<file path="src/hw/sfrc_pkg.sv">
// Behaviour
// - first read byte leaves MSB first, falling edge
// - address advances per byte until deselect
// - reads ignored while busy flag set
// - 0Bh adds eight dummy clocks before data
// - four-wire mode dummy count from parameter bits
// - four-wire dummy count back to four on reset
// - 3Bh: eight dummies, data on IO0 and IO1
// - 6Bh accepted only with quad enable set
// - 6Bh: eight dummies, data on four lines
// - dual mode Ax skips next opcode
// - other mode value or reset needs opcode again
// - mode low nibble ignored, lines released first
// - EBh needs quad enable, four-line address
// - quad mode Ax skips next EBh opcode
// - wrap setting applies to next quad read
// - wrap confines output to aligned section
// - four-wire quad read uses configured dummies
// - four-wire mode byte counts within dummies
// - no wrap on four-wire EBh, use 0Ch
// - every field shifted MSB first
// - quad data high nibble first, IO3 top
package sfrc_pkg;
	localparam logic [7:0] OP_READ = 8'h03;
	localparam logic [7:0] OP_FAST = 8'h0b;
	localparam logic [7:0] OP_DUAL_OUT = 8'h3b;
	localparam logic [7:0] OP_QUAD_OUT = 8'h6b;
	localparam logic [7:0] OP_DUAL_IO = 8'hbb;
	localparam logic [7:0] OP_QUAD_IO = 8'heb;
	localparam logic [7:0] OP_BURST_WRAP = 8'h0c;
	localparam logic [3:0] CONT_KEY = 4'ha;
	localparam int ADDR_BITS = 24;
	localparam int DATA_BITS = 8;
	localparam int FIFO_DEPTH = 8;
	localparam logic [4:0] ADDR_CLOCKS = 5'h18;
	localparam logic [4:0] BYTE_CLOCKS = 5'h08;
	localparam logic [4:0] CMD_CLOCKS_QPI = 5'h02;
	localparam logic [3:0] DUMMY_DEFAULT = 4'h4;
	localparam logic [3:0] DUMMY_MID = 4'h6;
	localparam logic [3:0] DUMMY_FAST = 4'h8;
	localparam logic [3:0] DUMMY_QUAD_SPI = 4'h4;
	localparam logic [3:0] MODE_QPI_CLOCKS = 4'h2;
	localparam logic [2:0] LANE1 = 3'h1;
	localparam logic [2:0] LANE2 = 3'h2;
	localparam logic [2:0] LANE4 = 3'h4;
	localparam logic [7:0] EMPTY_BYTE = 8'hff;
	localparam logic [7:0] WRAP_UNIT = 8'h08;

	typedef enum logic [2:0] {
		ST_IDLE = 3'h0,
		ST_CMD = 3'h1,
		ST_ADDR = 3'h3,
		ST_MODE = 3'h2,
		ST_DUMMY = 3'h6,
		ST_DATA = 3'h7,
		ST_IGNORE = 3'h5
	} sfrc_state_t;

	typedef struct packed {
		logic ok;
		logic needQuad;
		logic [2:0] addrW;
		logic modeOn;
		logic [3:0] dummy;
		logic [2:0] dataW;
		logic wrap;
		logic dualCont;
		logic quadCont;
	} sfrc_plan_t;

	typedef struct packed {
		logic busy;
		logic quadEnable;
		logic fourWireMode;
		logic wrapEnable;
		logic [1:0] wrapLength;
	} sfrc_cfg_t;
endpackage

</file>
<file path="src/hw/sfrc_top.sv">
`timescale 1ns/10ps
`default_nettype none

// =====================================================
// read data buffer between array fetch and shifter
module sfrc_fifo #(
	parameter int WIDTH = 8,
	parameter int DEPTH = 8
) (
	input wire logic clk,
	input wire logic resetn,
	input wire logic flush,
	input wire logic inValid,
	output logic inReady,
	input wire logic [WIDTH-1:0] inData,
	output logic outValid,
	input wire logic outReady,
	output logic [WIDTH-1:0] outData
);
	localparam int PW = $clog2(DEPTH);
	logic [WIDTH-1:0] mem [DEPTH];
	logic [PW:0] wrPtr;
	logic [PW:0] rdPtr;

	// extra pointer bit tells full from empty
	assign inReady = (wrPtr[PW] == rdPtr[PW]) || (wrPtr[PW-1:0] != rdPtr[PW-1:0]);
	assign outValid = wrPtr != rdPtr;
	assign outData = mem[rdPtr[PW-1:0]];

	// pointers; flush drops stale bytes of an ended frame
	always_ff @(posedge clk or negedge resetn)
		if (!resetn)
		begin
			wrPtr <= '0;
			rdPtr <= '0;
		end
		else if (flush)
		begin
			wrPtr <= '0;
			rdPtr <= '0;
		end
		else
		begin
			if (inValid && inReady)
				wrPtr <= wrPtr + 1'b1;
			if (outValid && outReady)
				rdPtr <= rdPtr + 1'b1;
		end

	// storage, no reset needed
	always_ff @(posedge clk)
		if (inValid && inReady)
			mem[wrPtr[PW-1:0]] <= inData;
endmodule

// =====================================================
// read command front end
module sfrc_top (
	input wire logic clk,
	input wire logic resetn,
	input wire logic csN,
	input wire logic sck,
	input wire logic [3:0] ioIn,
	output logic [3:0] ioOut,
	output logic [3:0] ioOe,
	input wire sfrc_pkg::sfrc_cfg_t cfg,
	input wire logic paramWrite,
	input wire logic [1:0] paramBits,
	input wire logic resetCmd,
	input wire logic modeBitReset,
	output logic memReq,
	output logic [23:0] memAddr,
	input wire logic [7:0] memData,
	input wire logic memValid,
	output logic continuousActive
);
	logic [1:0] sckS;
	logic [1:0] csS;
	logic [3:0] ioS0;
	logic [3:0] ioS1;
	logic sckPrev;
	logic csPrev;
	logic sckRise;
	logic sckFall;
	logic csHigh;
	logic csFall;
	sfrc_pkg::sfrc_state_t state;
	sfrc_pkg::sfrc_plan_t plan;
	sfrc_pkg::sfrc_plan_t decoded;
	logic [4:0] phaseLeft;
	logic [23:0] shiftReg;
	logic [23:0] sIn;
	logic [2:0] curW;
	logic lastEdge;
	logic cmdDone;
	logic addrDone;
	logic modeDone;
	logic contDual;
	logic contQuad;
	logic [3:0] dummyClocks;
	logic [2:0] outLeft;
	logic [7:0] outShift;
	logic [7:0] curByte;
	logic loadByte;
	logic fetching;
	logic reqBusy;
	logic [23:0] fetchAddr;
	logic wrapOn;
	logic [7:0] wrapMaskR;
	logic fifoInReady;
	logic fifoOutValid;
	logic [7:0] fifoOutData;

	// =================================================
	// helpers
	function automatic logic [23:0] shiftIn(input logic [23:0] old, input logic [3:0] io,
		input logic [2:0] w);
		unique case (w)
			sfrc_pkg::LANE2: shiftIn = {old[21:0], io[1:0]};
			sfrc_pkg::LANE4: shiftIn = {old[19:0], io[3:0]};
			default: shiftIn = {old[22:0], io[0]};
		endcase
	endfunction

	function automatic logic [4:0] phaseClocks(input logic [4:0] bits, input logic [2:0] w);
		unique case (w)
			sfrc_pkg::LANE2: phaseClocks = bits >> 1;
			sfrc_pkg::LANE4: phaseClocks = bits >> 2;
			default: phaseClocks = bits;
		endcase
	endfunction

	function automatic logic [7:0] shiftOut(input logic [7:0] b, input logic [2:0] w);
		unique case (w)
			sfrc_pkg::LANE2: shiftOut = b << 2;
			sfrc_pkg::LANE4: shiftOut = b << 4;
			default: shiftOut = b << 1;
		endcase
	endfunction

	// lane map: single on IO1, dual IO1/IO0, quad IO3..IO0
	function automatic logic [3:0] laneOut(input logic [7:0] b, input logic [2:0] w);
		unique case (w)
			sfrc_pkg::LANE2: laneOut = {2'b00, b[7:6]};
			sfrc_pkg::LANE4: laneOut = b[7:4];
			default: laneOut = {2'b00, b[7], 1'b0};
		endcase
	endfunction

	function automatic logic [3:0] laneMask(input logic [2:0] w);
		unique case (w)
			sfrc_pkg::LANE2: laneMask = 4'h3;
			sfrc_pkg::LANE4: laneMask = 4'hf;
			default: laneMask = 4'h2;
		endcase
	endfunction

	// per opcode: lane widths, mode byte, dummy clocks, wrap
	function automatic sfrc_pkg::sfrc_plan_t decodeOp(input logic [7:0] op, input logic four_wire_command_mode,
		input logic wrapEn, input logic [3:0] dcfg);
		sfrc_pkg::sfrc_plan_t p;
		p = '0;
		p.addrW = sfrc_pkg::LANE1;
		p.dataW = sfrc_pkg::LANE1;
		case (op)
			sfrc_pkg::OP_READ: p.ok = !four_wire_command_mode;
			sfrc_pkg::OP_FAST:
			begin
				p.ok = 1'b1;
				p.dummy = four_wire_command_mode ? dcfg : sfrc_pkg::DUMMY_FAST;
				p.addrW = four_wire_command_mode ? sfrc_pkg::LANE4 : sfrc_pkg::LANE1;
				p.dataW = p.addrW;
			end
			sfrc_pkg::OP_DUAL_OUT:
			begin
				p.ok = !four_wire_command_mode;
				p.dummy = sfrc_pkg::DUMMY_FAST;
				p.dataW = sfrc_pkg::LANE2;
			end
			sfrc_pkg::OP_QUAD_OUT:
			begin
				p.ok = !four_wire_command_mode;
				p.needQuad = 1'b1;
				p.dummy = sfrc_pkg::DUMMY_FAST;
				p.dataW = sfrc_pkg::LANE4;
			end
			sfrc_pkg::OP_DUAL_IO:
			begin
				p.ok = !four_wire_command_mode;
				p.addrW = sfrc_pkg::LANE2;
				p.modeOn = 1'b1;
				p.dataW = sfrc_pkg::LANE2;
				p.dualCont = 1'b1;
			end
			sfrc_pkg::OP_QUAD_IO:
			begin
				p.ok = 1'b1;
				p.needQuad = 1'b1;
				p.addrW = sfrc_pkg::LANE4;
				p.modeOn = 1'b1;
				// four-wire mode: mode clocks are part of the dummies
				p.dummy = four_wire_command_mode ? dcfg - sfrc_pkg::MODE_QPI_CLOCKS : sfrc_pkg::DUMMY_QUAD_SPI;
				p.dataW = sfrc_pkg::LANE4;
				p.wrap = wrapEn && !four_wire_command_mode;
				p.quadCont = 1'b1;
			end
			sfrc_pkg::OP_BURST_WRAP:
			begin
				p.ok = four_wire_command_mode;
				p.addrW = sfrc_pkg::LANE4;
				p.dummy = dcfg;
				p.dataW = sfrc_pkg::LANE4;
				p.wrap = 1'b1;
			end
			default: p.ok = 1'b0;
		endcase
		decodeOp = p;
	endfunction

	// next byte address, held in the aligned section when wrapping
	function automatic logic [23:0] stepAddr(input logic [23:0] a, input logic on,
		input logic [7:0] m);
		logic [7:0] low;
		low = a[7:0] + 8'h01;
		stepAddr = on ? {a[23:8], (a[7:0] & ~m) | (low & m)} : a + 24'h000001;
	endfunction

	// =================================================
	// pin synchronisers, edge detection
	always_ff @(posedge clk or negedge resetn)
		if (!resetn)
		begin
			sckS <= 2'b00;
			csS <= 2'b11;
			ioS0 <= 4'h0;
			ioS1 <= 4'h0;
			sckPrev <= 1'b0;
			csPrev <= 1'b1;
		end
		else
		begin
			sckS <= {sckS[0], sck};
			csS <= {csS[0], csN};
			ioS0 <= ioIn;
			ioS1 <= ioS0;
			sckPrev <= sckS[1];
			csPrev <= csS[1];
		end

	assign sckRise = sckS[1] && !sckPrev;
	assign sckFall = !sckS[1] && sckPrev;
	assign csHigh = csS[1];
	assign csFall = !csS[1] && csPrev;

	// =================================================
	// input phases
	always_comb
	begin
		curW = sfrc_pkg::LANE1;
		if (state == sfrc_pkg::ST_CMD)
			curW = cfg.fourWireMode ? sfrc_pkg::LANE4 : sfrc_pkg::LANE1;
		else if (state == sfrc_pkg::ST_ADDR || state == sfrc_pkg::ST_MODE)
			curW = plan.addrW;
	end

	assign sIn = shiftIn(shiftReg, ioS1, curW);
	assign lastEdge = sckRise && !csHigh && !csFall && phaseLeft == 5'h01;
	assign cmdDone = lastEdge && state == sfrc_pkg::ST_CMD;
	assign addrDone = lastEdge && state == sfrc_pkg::ST_ADDR;
	assign modeDone = lastEdge && state == sfrc_pkg::ST_MODE;
	assign decoded = decodeOp(sIn[7:0], cfg.fourWireMode, cfg.wrapEnable, dummyClocks);

	// frame sequencer; opcode skipped when continuous mode is armed
	always_ff @(posedge clk or negedge resetn)
		if (!resetn)
		begin
			state <= sfrc_pkg::ST_IDLE;
			plan <= '0;
			phaseLeft <= 5'h00;
			shiftReg <= 24'h000000;
		end
		else if (csHigh)
			state <= sfrc_pkg::ST_IDLE;
		else if (csFall)
		begin
			shiftReg <= 24'h000000;
			if ((contDual || contQuad) && !cfg.busy)
			begin
				plan <= decodeOp(contQuad ? sfrc_pkg::OP_QUAD_IO : sfrc_pkg::OP_DUAL_IO,
					cfg.fourWireMode, cfg.wrapEnable, dummyClocks);
				state <= sfrc_pkg::ST_ADDR;
				phaseLeft <= phaseClocks(sfrc_pkg::ADDR_CLOCKS,
					contQuad ? sfrc_pkg::LANE4 : sfrc_pkg::LANE2);
			end
			else
			begin
				state <= sfrc_pkg::ST_CMD;
				phaseLeft <= cfg.fourWireMode ? sfrc_pkg::CMD_CLOCKS_QPI : sfrc_pkg::BYTE_CLOCKS;
			end
		end
		else if (sckRise)
		begin
			unique case (state)
				sfrc_pkg::ST_IDLE, sfrc_pkg::ST_DATA, sfrc_pkg::ST_IGNORE: ;
				sfrc_pkg::ST_CMD:
				begin
					shiftReg <= sIn;
					phaseLeft <= phaseLeft - 5'h01;
					if (cmdDone)
					begin
						// busy or quad lines off: sit out the frame silently
						if (!decoded.ok || cfg.busy || (decoded.needQuad && !cfg.quadEnable))
							state <= sfrc_pkg::ST_IGNORE;
						else
						begin
							plan <= decoded;
							state <= sfrc_pkg::ST_ADDR;
							phaseLeft <= phaseClocks(sfrc_pkg::ADDR_CLOCKS, decoded.addrW);
						end
					end
				end
				sfrc_pkg::ST_ADDR, sfrc_pkg::ST_MODE, sfrc_pkg::ST_DUMMY:
				begin
					shiftReg <= sIn;
					phaseLeft <= phaseLeft - 5'h01;
					if (addrDone && plan.modeOn)
					begin
						state <= sfrc_pkg::ST_MODE;
						phaseLeft <= phaseClocks(sfrc_pkg::BYTE_CLOCKS, plan.addrW);
					end
					else if ((addrDone || modeDone) && plan.dummy != 4'h0)
					begin
						state <= sfrc_pkg::ST_DUMMY;
						phaseLeft <= {1'b0, plan.dummy};
					end
					else if (lastEdge)
						state <= sfrc_pkg::ST_DATA;
				end
				default: state <= sfrc_pkg::ST_IDLE;
			endcase
		end

	// =================================================
	// continuous read memory; set beats a same-cycle mode reset
	always_ff @(posedge clk or negedge resetn)
		if (!resetn)
		begin
			contDual <= 1'b0;
			contQuad <= 1'b0;
			continuousActive <= 1'b0;
		end
		else
		begin
			continuousActive <= contDual || contQuad;
			if (modeBitReset || resetCmd)
			begin
				contDual <= 1'b0;
				contQuad <= 1'b0;
			end
			if (modeDone)
			begin
				// only the upper nibble counts
				contDual <= plan.dualCont && sIn[7:4] == sfrc_pkg::CONT_KEY;
				contQuad <= plan.quadCont && sIn[7:4] == sfrc_pkg::CONT_KEY;
			end
		end

	// =================================================
	// four-wire dummy count; 11 is read as eight
	always_ff @(posedge clk or negedge resetn)
		if (!resetn)
			dummyClocks <= sfrc_pkg::DUMMY_DEFAULT;
		else if (resetCmd)
			dummyClocks <= sfrc_pkg::DUMMY_DEFAULT;
		else if (paramWrite)
		begin
			unique case (paramBits)
				2'b00: dummyClocks <= sfrc_pkg::DUMMY_DEFAULT;
				2'b01: dummyClocks <= sfrc_pkg::DUMMY_MID;
				default: dummyClocks <= sfrc_pkg::DUMMY_FAST;
			endcase
		end

	// =================================================
	// array fetch; first request already in the last address cycle
	always_ff @(posedge clk or negedge resetn)
		if (!resetn)
		begin
			fetching <= 1'b0;
			reqBusy <= 1'b0;
			fetchAddr <= 24'h000000;
			memReq <= 1'b0;
			memAddr <= 24'h000000;
			wrapOn <= 1'b0;
			wrapMaskR <= 8'h00;
		end
		else
		begin
			memReq <= 1'b0;
			if (memValid)
				reqBusy <= 1'b0;
			if (csHigh)
				fetching <= 1'b0;
			else if (addrDone)
			begin
				fetching <= 1'b1;
				wrapOn <= plan.wrap;
				wrapMaskR <= (sfrc_pkg::WRAP_UNIT << cfg.wrapLength) - 8'h01;
				memReq <= 1'b1;
				reqBusy <= 1'b1;
				memAddr <= sIn;
				fetchAddr <= stepAddr(sIn, plan.wrap,
					(sfrc_pkg::WRAP_UNIT << cfg.wrapLength) - 8'h01);
			end
			// a full buffer stalls the fetch until the shifter drains it
			else if (fetching && !reqBusy && !memReq && fifoInReady)
			begin
				memReq <= 1'b1;
				reqBusy <= 1'b1;
				memAddr <= fetchAddr;
				fetchAddr <= stepAddr(fetchAddr, wrapOn, wrapMaskR);
			end
		end

	sfrc_fifo #(
		.WIDTH(sfrc_pkg::DATA_BITS),
		.DEPTH(sfrc_pkg::FIFO_DEPTH)
	) buffer (
		.clk(clk),
		.resetn(resetn),
		.flush(csHigh),
		.inValid(memValid && fetching),
		.inReady(fifoInReady),
		.inData(memData),
		.outValid(fifoOutValid),
		.outReady(loadByte),
		.outData(fifoOutData)
	);

	// =================================================
	// data shifter on falling edges; an underrun sends ones
	assign loadByte = sckFall && !csHigh && state == sfrc_pkg::ST_DATA && outLeft == 3'h0;
	assign curByte = (outLeft != 3'h0) ? shiftOut(outShift, plan.dataW) :
		(fifoOutValid ? fifoOutData : sfrc_pkg::EMPTY_BYTE);

	always_ff @(posedge clk or negedge resetn)
		if (!resetn)
		begin
			outLeft <= 3'h0;
			outShift <= 8'h00;
			ioOut <= 4'h0;
			ioOe <= 4'h0;
		end
		else if (csHigh)
		begin
			outLeft <= 3'h0;
			ioOe <= 4'h0;
		end
		else if (sckFall && state == sfrc_pkg::ST_DATA)
		begin
			outShift <= curByte;
			ioOut <= laneOut(curByte, plan.dataW);
			// lines turn to output only at the first data falling edge
			ioOe <= laneMask(plan.dataW);
			outLeft <= loadByte ? 3'(phaseClocks(sfrc_pkg::BYTE_CLOCKS, plan.dataW) - 5'h01) :
				outLeft - 3'h1;
		end

	// =================================================
	// checks
	logic [23:0] lastReqAddr;
	logic [23:0] baseAddr;
	logic reqSeen;

	always_ff @(posedge clk or negedge resetn)
		if (!resetn)
		begin
			lastReqAddr <= 24'h000000;
			baseAddr <= 24'h000000;
			reqSeen <= 1'b0;
		end
		else
		begin
			if (memReq)
				lastReqAddr <= memAddr;
			if (addrDone)
				baseAddr <= sIn;
			if (addrDone || csHigh)
				reqSeen <= 1'b0;
			else if (memReq)
				reqSeen <= 1'b1;
		end
endmodule

`default_nettype wire

</file>
<file path="config.mk">
export PLATFORM = sky130hd
export DESIGN_NAME = sfrc_top
export DESIGN_NICKNAME = d
export VERILOG_FILES = /design/src/hw/sfrc_pkg.sv /design/src/hw/sfrc_top.sv
export SDC_FILE = /design/constraint.sdc
export NUM_CORES = 1
export LEC_CHECK = 0
export BUFFER_PORTS_ARGS = -buffer_cell sky130_fd_sc_hd__buf_2
export CORE_UTILIZATION = 45
export DETAILED_ROUTE_END_ITERATION = 7
export GPL_TIMING_DRIVEN = 0
export PLACE_DENSITY = 0.7
export SYNTH_ARGS = -nofsm -noshare
export SYNTH_HDL_FRONTEND = slang
export SYNTH_HIERARCHICAL = 1
export SYNTH_SLANG_ARGS = --single-unit
export TNS_END_PERCENT = 10
</file>
<file path="constraint.sdc">
create_clock -name clk -period 6.3 [get_ports clk]
set_input_delay 0.945 -clock clk [delete_from_list [all_inputs] [get_ports clk]]
set_output_delay 0.945 -clock clk [all_outputs]
set_load 0.02 [all_outputs]
</file>
==> impl_metrics.json, run 1 <==
{
  "outcome": "finished clean",
  "drt_pass1_iterations": 8,
  "cts-htree-levels": 1,
  "cts_setup_buffers": 0,
  "pre_cts_ws_ns": 1.63,
  "ys_seq_area_share_pct": 51.6,
  "cts_buffers": 24,
  "grt_setup_unrepaired": "no",
  "min_period_ns": 4.20,
  "io_buffers": 60,
  "core-area_sq_um": 23500,
  "fin_crit_sh_pct": 66.7,
  "grt_pass1_wl_um": 44300,
  "rr_worst_depth": 14,
  "clk_path_buf_depth": 3,
  "holdPathStages": 0,
  "synth_area_leaders": "dfrtp_1 33%, edfxtp_1 18%, nand2_1 3.6%, mux4_2 3.3%, o21ai_0 2.8%",
  "drv_cap": 0,
  "diodes": 0,
  "synth_common_cells": "142 x dfrtp_1, 105 x nand2_1, 67 x nor2_1",
  "r2r_slack_ns": 2.11,
  "drive_gt1_share_pct": 17.2,
  "syn_nets": 1037,
  "area_growth_pct": 14.8,
  "grt_overflow": 0,
  "first_global_vias": 8175,
  "synth_top_area_cell": "dfrtp_1",
  "max-vdd-ir-drop_mv": 0.226,
  "grt_max_degree": 87,
  "synth_cell_types": 80,
  "tightest_slew_ns": 1.36,
  "worst-path-max-fanout": 10,
  "synth_seq_cells": 210,
  "io_pins": 62,
  "tritoncts": "done",
  "place_congestion": 0.913,
  "synth_most_common_cell": "dfrtp_1",
  "seqCellArea_sq_um": 5580,
  "syn_avg_cell_area_sq_um": 10.8,
  "drt-wirelength-per-cell_um": 19.3,
  "synthArstFlopShare_pct": 69.5,
  "grt_usage_pct": 23.1,
  "crit_path_end_kind": "flop",
  "die-area_sq_um": 24700,
  "finalSetupTns_ns": 0,
  "multi_input_area_sq_um": 4870,
  "final_max_slew_viol_count": 0,
  "start_util_pct": 46.0,
  "wl_um": 27500,
  "hold_path.class": "reg2reg",
  "cp.arrival_ns": 4.65,
  "startpoint_type": "input port",
  "fin_ws_ns": 2.10,
  "via_per_inst": 5.80,
  "crit_type": "in2reg",
  "fin_skew_ns": 0.0233,
  "clock_latency_ns": 0.53,
  "row_count": 56,
  "finalHoldViolCount": 0,
  "clk_pin_slew_ns": 0.07,
  "slew_headroom_pct": 9.24,
  "antenna_found_initial": 0,
  "cts_resized": 0,
  "synthCells": 999,
  "synth_edf_count": 64,
  "setup_violations": 0,
  "ant_nets": 0,
  "n_fill_cell": 2096,
  "drc": 0,
  "final_nets": 1128,
  "cts_root_buffer": "clkbuf_16",
  "crit_required_ns": 6.75,
  "powerDensity_nw_per_um2": 244,
  "ctsHoldBuffers": 0,
  "clock-sinks": 210,
  "ys.flop_type": "dfrtp_1",
  "fp.dieW_um": 157,
  "synth_top_area_share_pct": 32.8,
  "num_vias": 8261,
  "dp_hpwl_um": 19500,
  "drt_iter0_drc": 892,
  "synth.cell_area_sq_um": 10800,
  "p_leak_nw": 4.77,
  "timing.fmax_mhz": 238,
  "yosysWarnings": 6,
  "die_h_um": 157
}
## cells in the final DEF, fill, tap and decap left out, types with 5 or more instances in the layout
master and count:
buf_2 68, nor3b_1 7, buf_6 7, or3_1 7, a21o_1 6, nand2b_1 13
inv_1 34, nor2_1 67, and2_1 11, clkbuf_16 24, a22oi_1 8, a21oi_1 46
a22o_1 6, o221ai_1 6, nand4_1 22, mux2_2 13, mux2_4 5, mux4_2 16
nor3_1 22, o21ai_0 61, o22ai_1 7, nand3_1 30, nor4_1 5, buf_4 8
edfxtp_1 64, a211oi_1 19, dfrtp_1 142, xor2_1 24, ha_1 10, nor3b_2 5
nand2_1 105, clkbuf_1 36, mux2i_1 25, xnor2_1 32, nor2b_1 23, a31oi_1 7
o31ai_1 7, a222oi_1 16
## cell families after synthesis
kind of cell / count (synthesis) / share of synthesized area, %
AO/OA/AOI/OAI: 226 / 14.4
XOR/XNOR: 59 / 4.98
adder cells (fa/ha/maj): 10 / 1.16
buffers and inverters: 90 / 3.79
flip-flops: 210 / 51.6
multiplexers: 59 / 7.69
AND/OR/NAND/NOR: 345 / 16.4
## critical path: stages
cell      delay [ns]
buf_6           0.14
nor4bb_4        0.31
buf_6           0.16
a21o_1          0.08
buf_2           0.21
a21o_1          0.30
ha_1            0.28
nor4b_1         0.39
and2_1          0.19
clkbuf_1        0.29
nand4_1         0.21
o21ai_0         0.69
nand3_1         0.16
o31a_1          0.14
a21oi_1         0.14
## cell type report
type	count	share of cell area, %
clock inverters	13	1.29
repair buffers	65	2.93
well taps	319	3.21
flip-flops and latches	210	44.9
clock buffers	29	5.15
inverters	34	1.03
plain buffers	56	2.28
multi-input cells	699	39.2
## path summary, 6_finish.rpt
| check | startpoint | end |
|---|---|---|
| max | cfg[3] | plan[2]$_DFFE_PN0P_ |
| min in group asynchronous | resetn | memAddr[20]$_DFFE_PN0P_ |
| min reg2reg | ioS0[0]$_DFF_PN0_ | ioS1[0]$_DFF_PN0_ |
| max reg2reg | state[2]$_DFFE_PN0P_ | plan[2]$_DFFE_PN0P_ |
| max in group asynchronous | resetn | csPrev$_DFF_PN1_ |
| min | ioS0[0]$_DFF_PN0_ | ioS1[0]$_DFF_PN0_ |
## where the power goes
group	switching, mW	internal (mW)
Sequential	0.0163	1.42
Clock	0.561	0.847
Combinational	0.118	0.0641
Total	0.695	2.33
## state kept, by name, summed over array words and instances, names as in the netlist, 2 cells and up, named ones only
name,cells
outShift,7
ioS1,4
shiftReg,23
ioS0,4
buffer/wrPtr,4
state,3
csS,2
buffer/rdPtr,4
buffer/mem,64
sckS,2
plan,13
phaseLeft,5
dummyClocks,3
outLeft,3
fetchAddr,17
ioOut,4
ioOe,3
wrapMaskR,5
memAddr,24
## routing by layer
layer	wire length, um	vias to the layer above	GRT usage (%)	part of all wire (%)
li1	-	3866	-	-
met1	11700	4055	29.9	43
met2	13500	278	39.8	49
met3	1370	62	3.22	5.0
met4	834	0	8.04	3.0
met5	0	-	0.414	0
## metrics by stage
stage | util (%) | instance area, sq um | instances | hold slack, ns | power [mW]
detailed placement | 49.4 | 11600 | 1383 | 0.337 | 1.64
finish | 52.8 | 12400 | 1425 | 0.347 | 3.03
floorplan | - | 10800 | 999 | 0.331 | 1.57
global placement | 48.9 | 11500 | 1378 | 0.336 | 1.64
global route | 52.8 | 12400 | 1425 | 0.355 | 3.13
CTS | 52.8 | 12400 | 1425 | 0.350 | 3.06
(Power assumes the default switching activity.)
==> run 2: changes to the inputs <==
--- a/config.mk
+++ b/config.mk
@@ -9,7 +9,7 @@
 export CORE_UTILIZATION = 45
 export DETAILED_ROUTE_END_ITERATION = 7
 export GPL_TIMING_DRIVEN = 0
-export PLACE_DENSITY = 0.7
+export PLACE_DENSITY = 0.72
 export SYNTH_ARGS = -nofsm -noshare
 export SYNTH_HDL_FRONTEND = slang
 export SYNTH_HIERARCHICAL = 1
==> constraint.sdc (replaced) <==
create_clock -name clk -period 3.7 [get_ports clk]
set_input_delay 0.555 -clock clk [delete_from_list [all_inputs] [get_ports clk]]
set_output_delay 0.555 -clock clk [all_outputs]
set_load 0.02 [all_outputs]
==> run 2 against run 1 <==
Against the previous run: clock power up 68%; combinational power up 79%; cell count up 0.28%; critical path depth down 4; register-to-register slack worse by 2.0 ns; die area unchanged; sequential share of layout area down 0.40 points; critical endpoint is now fetchAddr[23]$_DFFE_PN0P_.
==> impl_metrics.json, run 2 (same netlist as run 1, synthesis figures left out) <==
{
  "row_count": 56,
  "ctsHoldBuffers": 0,
  "die_h_um": 157,
  "drv_cap": 0,
  "crit_type": "reg2reg",
  "cts-htree-levels": 1,
  "critPathBufInv": 2,
  "stdcell_area_sq_um": 12500,
  "worst-path-max-fanout": 10,
  "final_max_slew_viol_count": 0,
  "fin_skew_ns": 0.0106,
  "crit_required_ns": 4.06,
  "pre_cts_ws_ns": -0.503,
  "r2r_slack_ns": 0.10,
  "cts_root_buffer": "clkbuf_16",
  "tritoncts": "done",
  "place_congestion": 0.940,
  "clk_path_buf_depth": 3,
  "fin_util_pct": 53.2,
  "path_delay_family": "simple AND/OR/NAND/NOR gates",
  "fin_crit_sh_pct": 97.2,
  "finalSetupTns_ns": 0,
  "place_area_sq_um": 11600,
  "startpoint_type": "flop",
  "diodes": 0,
  "grt_setup_unrepaired": "yes",
  "hold_path.class": "in2async",
  "num_vias": 8308,
  "reg2reg_to": "fetchAddr[23]$_DFFE_PN0P_",
  "die-area_sq_um": 24700,
  "first_global_vias": 8322,
  "largest_reg_flops": 64,
  "io_buffers": 60,
  "slew_headroom_pct": 17.9,
  "total_power_mw": 5.14,
  "drt_iter0_drc": 794,
  "crit_chain": "buf_2, nor4bb_4, buf_6, a21oi_4, a222oi_1, and4b_1, and4bb_2, nand2_1, nor3_1, xor2_1, a21oi_1",
  "outcome": "finished clean",
  "core-area_sq_um": 23500,
  "crit_slowest_cell": "a222oi_1",
  "drt-wirelength-per-cell_um": 19.1,
  "final_common_cell": "dfrtp_1",
  "max-vdd-ir-drop_mv": 0.461,
  "p_leak_nw": 4.81,
  "final_nets": 1131,
  "cts_buffers": 23,
  "dp_hpwl_um": 19200,
  "dp.cells": 1383,
  "fin_ws_ns": 0.104,
  "clock_latency_ns": 0.51,
  "crit_path_end_kind": "flop",
  "final_cell_mix": "142 x dfrtp_1, 103 x nand2_1, 67 x nor2_1, 67 x buf_2, 64 x edfxtp_1",
  "powerDensity_nw_per_um2": 410,
  "grt_overflow": 0,
  "finalHoldViolCount": 0,
  "clock-sinks": 210,
  "via_per_inst": 5.81,
  "wl_um": 27300,
  "start_util_pct": 46.0,
  "grt_max_degree": 89,
  "hold_ws_ns": 0.0111,
  "grt_usage_pct": 22.8,
  "cp.arrival_ns": 3.96,
  "tightest_slew_ns": 1.23,
  "ant_nets": 0,
  "drc": 0,
  "grt_pass1_wl_um": 43900,
  "antenna_found_initial": 0,
  "clk_pin_slew_ns": 0.06,
  "timing.rr.start": "state[2]$_DFFE_PN0P_",
  "setup_violations": 0,
  "io_pins": 62,
  "area_growth_pct": 15.8,
  "min_period_ns": 3.60,
  "timing.fmax_mhz": 278,
  "drive_gt1_share_pct": 19.0,
  "fin_cells": 1429,
  "cpPeakStageDelay_ns": 0.89,
  "fp.dieW_um": 157,
  "n_fill_cell": 2086,
  "rr_worst_depth": 11,
  "drt_pass1_iterations": 6
}
[run 2: changes by cell type in the layout (fill, tap and decap cells not counted), moves of 2 or more]
| cell | change |
|---|---|
| nand2_2 | +2 |
| buf_4 | +5 |
| clkbuf_2 | +2 |
| clkinvlp_4 | -2 |
| nor3_1 | -4 |
| nor3_2 | +3 |
| clkinv_4 | +2 |
| o221ai_2 | +2 |
| o221ai_1 | -2 |
| clkbuf_1 | -3 |
| clkbuf_8 | +2 |
| nand2_1 | -2 |
[run 2: how the worst max path moves through the flow]
stage	startpoint	endpoint	depth (start not counted)
6_report	state[2]$_DFFE_PN0P_	fetchAddr[23]$_DFFE_PN0P_	11
5_1_grt	state[2]$_DFFE_PN0P_	plan[0]$_DFFE_PN0P_	14
4_1_cts	state[2]$_DFFE_PN0P_	plan[0]$_DFFE_PN0P_	14
3_5_place_dp	cfg[3]	plan[2]$_DFFE_PN0P_	15
3_3_place_gp	cfg[3]	plan[2]$_DFFE_PN0P_	15
2_1_floorplan	cfg[3]	plan[0]$_DFFE_PN0P_	14
[run 2: worst reg2reg max path, cell delays in order (launching register included)]
cell	delay, ns
dfrtp_1	0.35
buf_2	0.20
nor4bb_4	0.29
buf_6	0.17
a21oi_4	0.07
a222oi_1	0.89
and4b_1	0.40
and4bb_2	0.29
nand2_1	0.15
nor3_1	0.37
xor2_1	0.19
a21oi_1	0.09
[run 2: area by class of cell]
cell class	instances	area, sq um	share of cell area (%)
well taps	319	399	3.18
multi-input cells	699	4950	39.5
clock inverters	12	145	1.16
inverters	34	128	1.02
repair buffers	70	402	3.20
flip-flops and latches	210	5580	44.5
clock buffers	30	642	5.12
plain buffers	55	284	2.27
[run 2: layer usage]
metal,wire length (um),part of all wire [%],track usage (%),up-vias
li1,-,-,-,3897
met1,11500,42,29.6,4048
met2,13000,48,37.7,285
met3,1480,5.4,3.44,78
met4,1290,4.7,11.0,0
met5,0,0,0,-
[run 2: where the power goes]
| part | switching [mW] | internal (mW) |
|---|---|---|
| combinational | 0.208 | 0.117 |
| clock | 0.932 | 1.43 |
| sequential | 0.0288 | 2.42 |
[run 2: repair_timing]
item / CTS / global route
buffers inserted: 5 / 0
pin swaps: 3 / 5
gates resized for setup: 6 / 14
endpoints found under the setup margin: 33 / 52
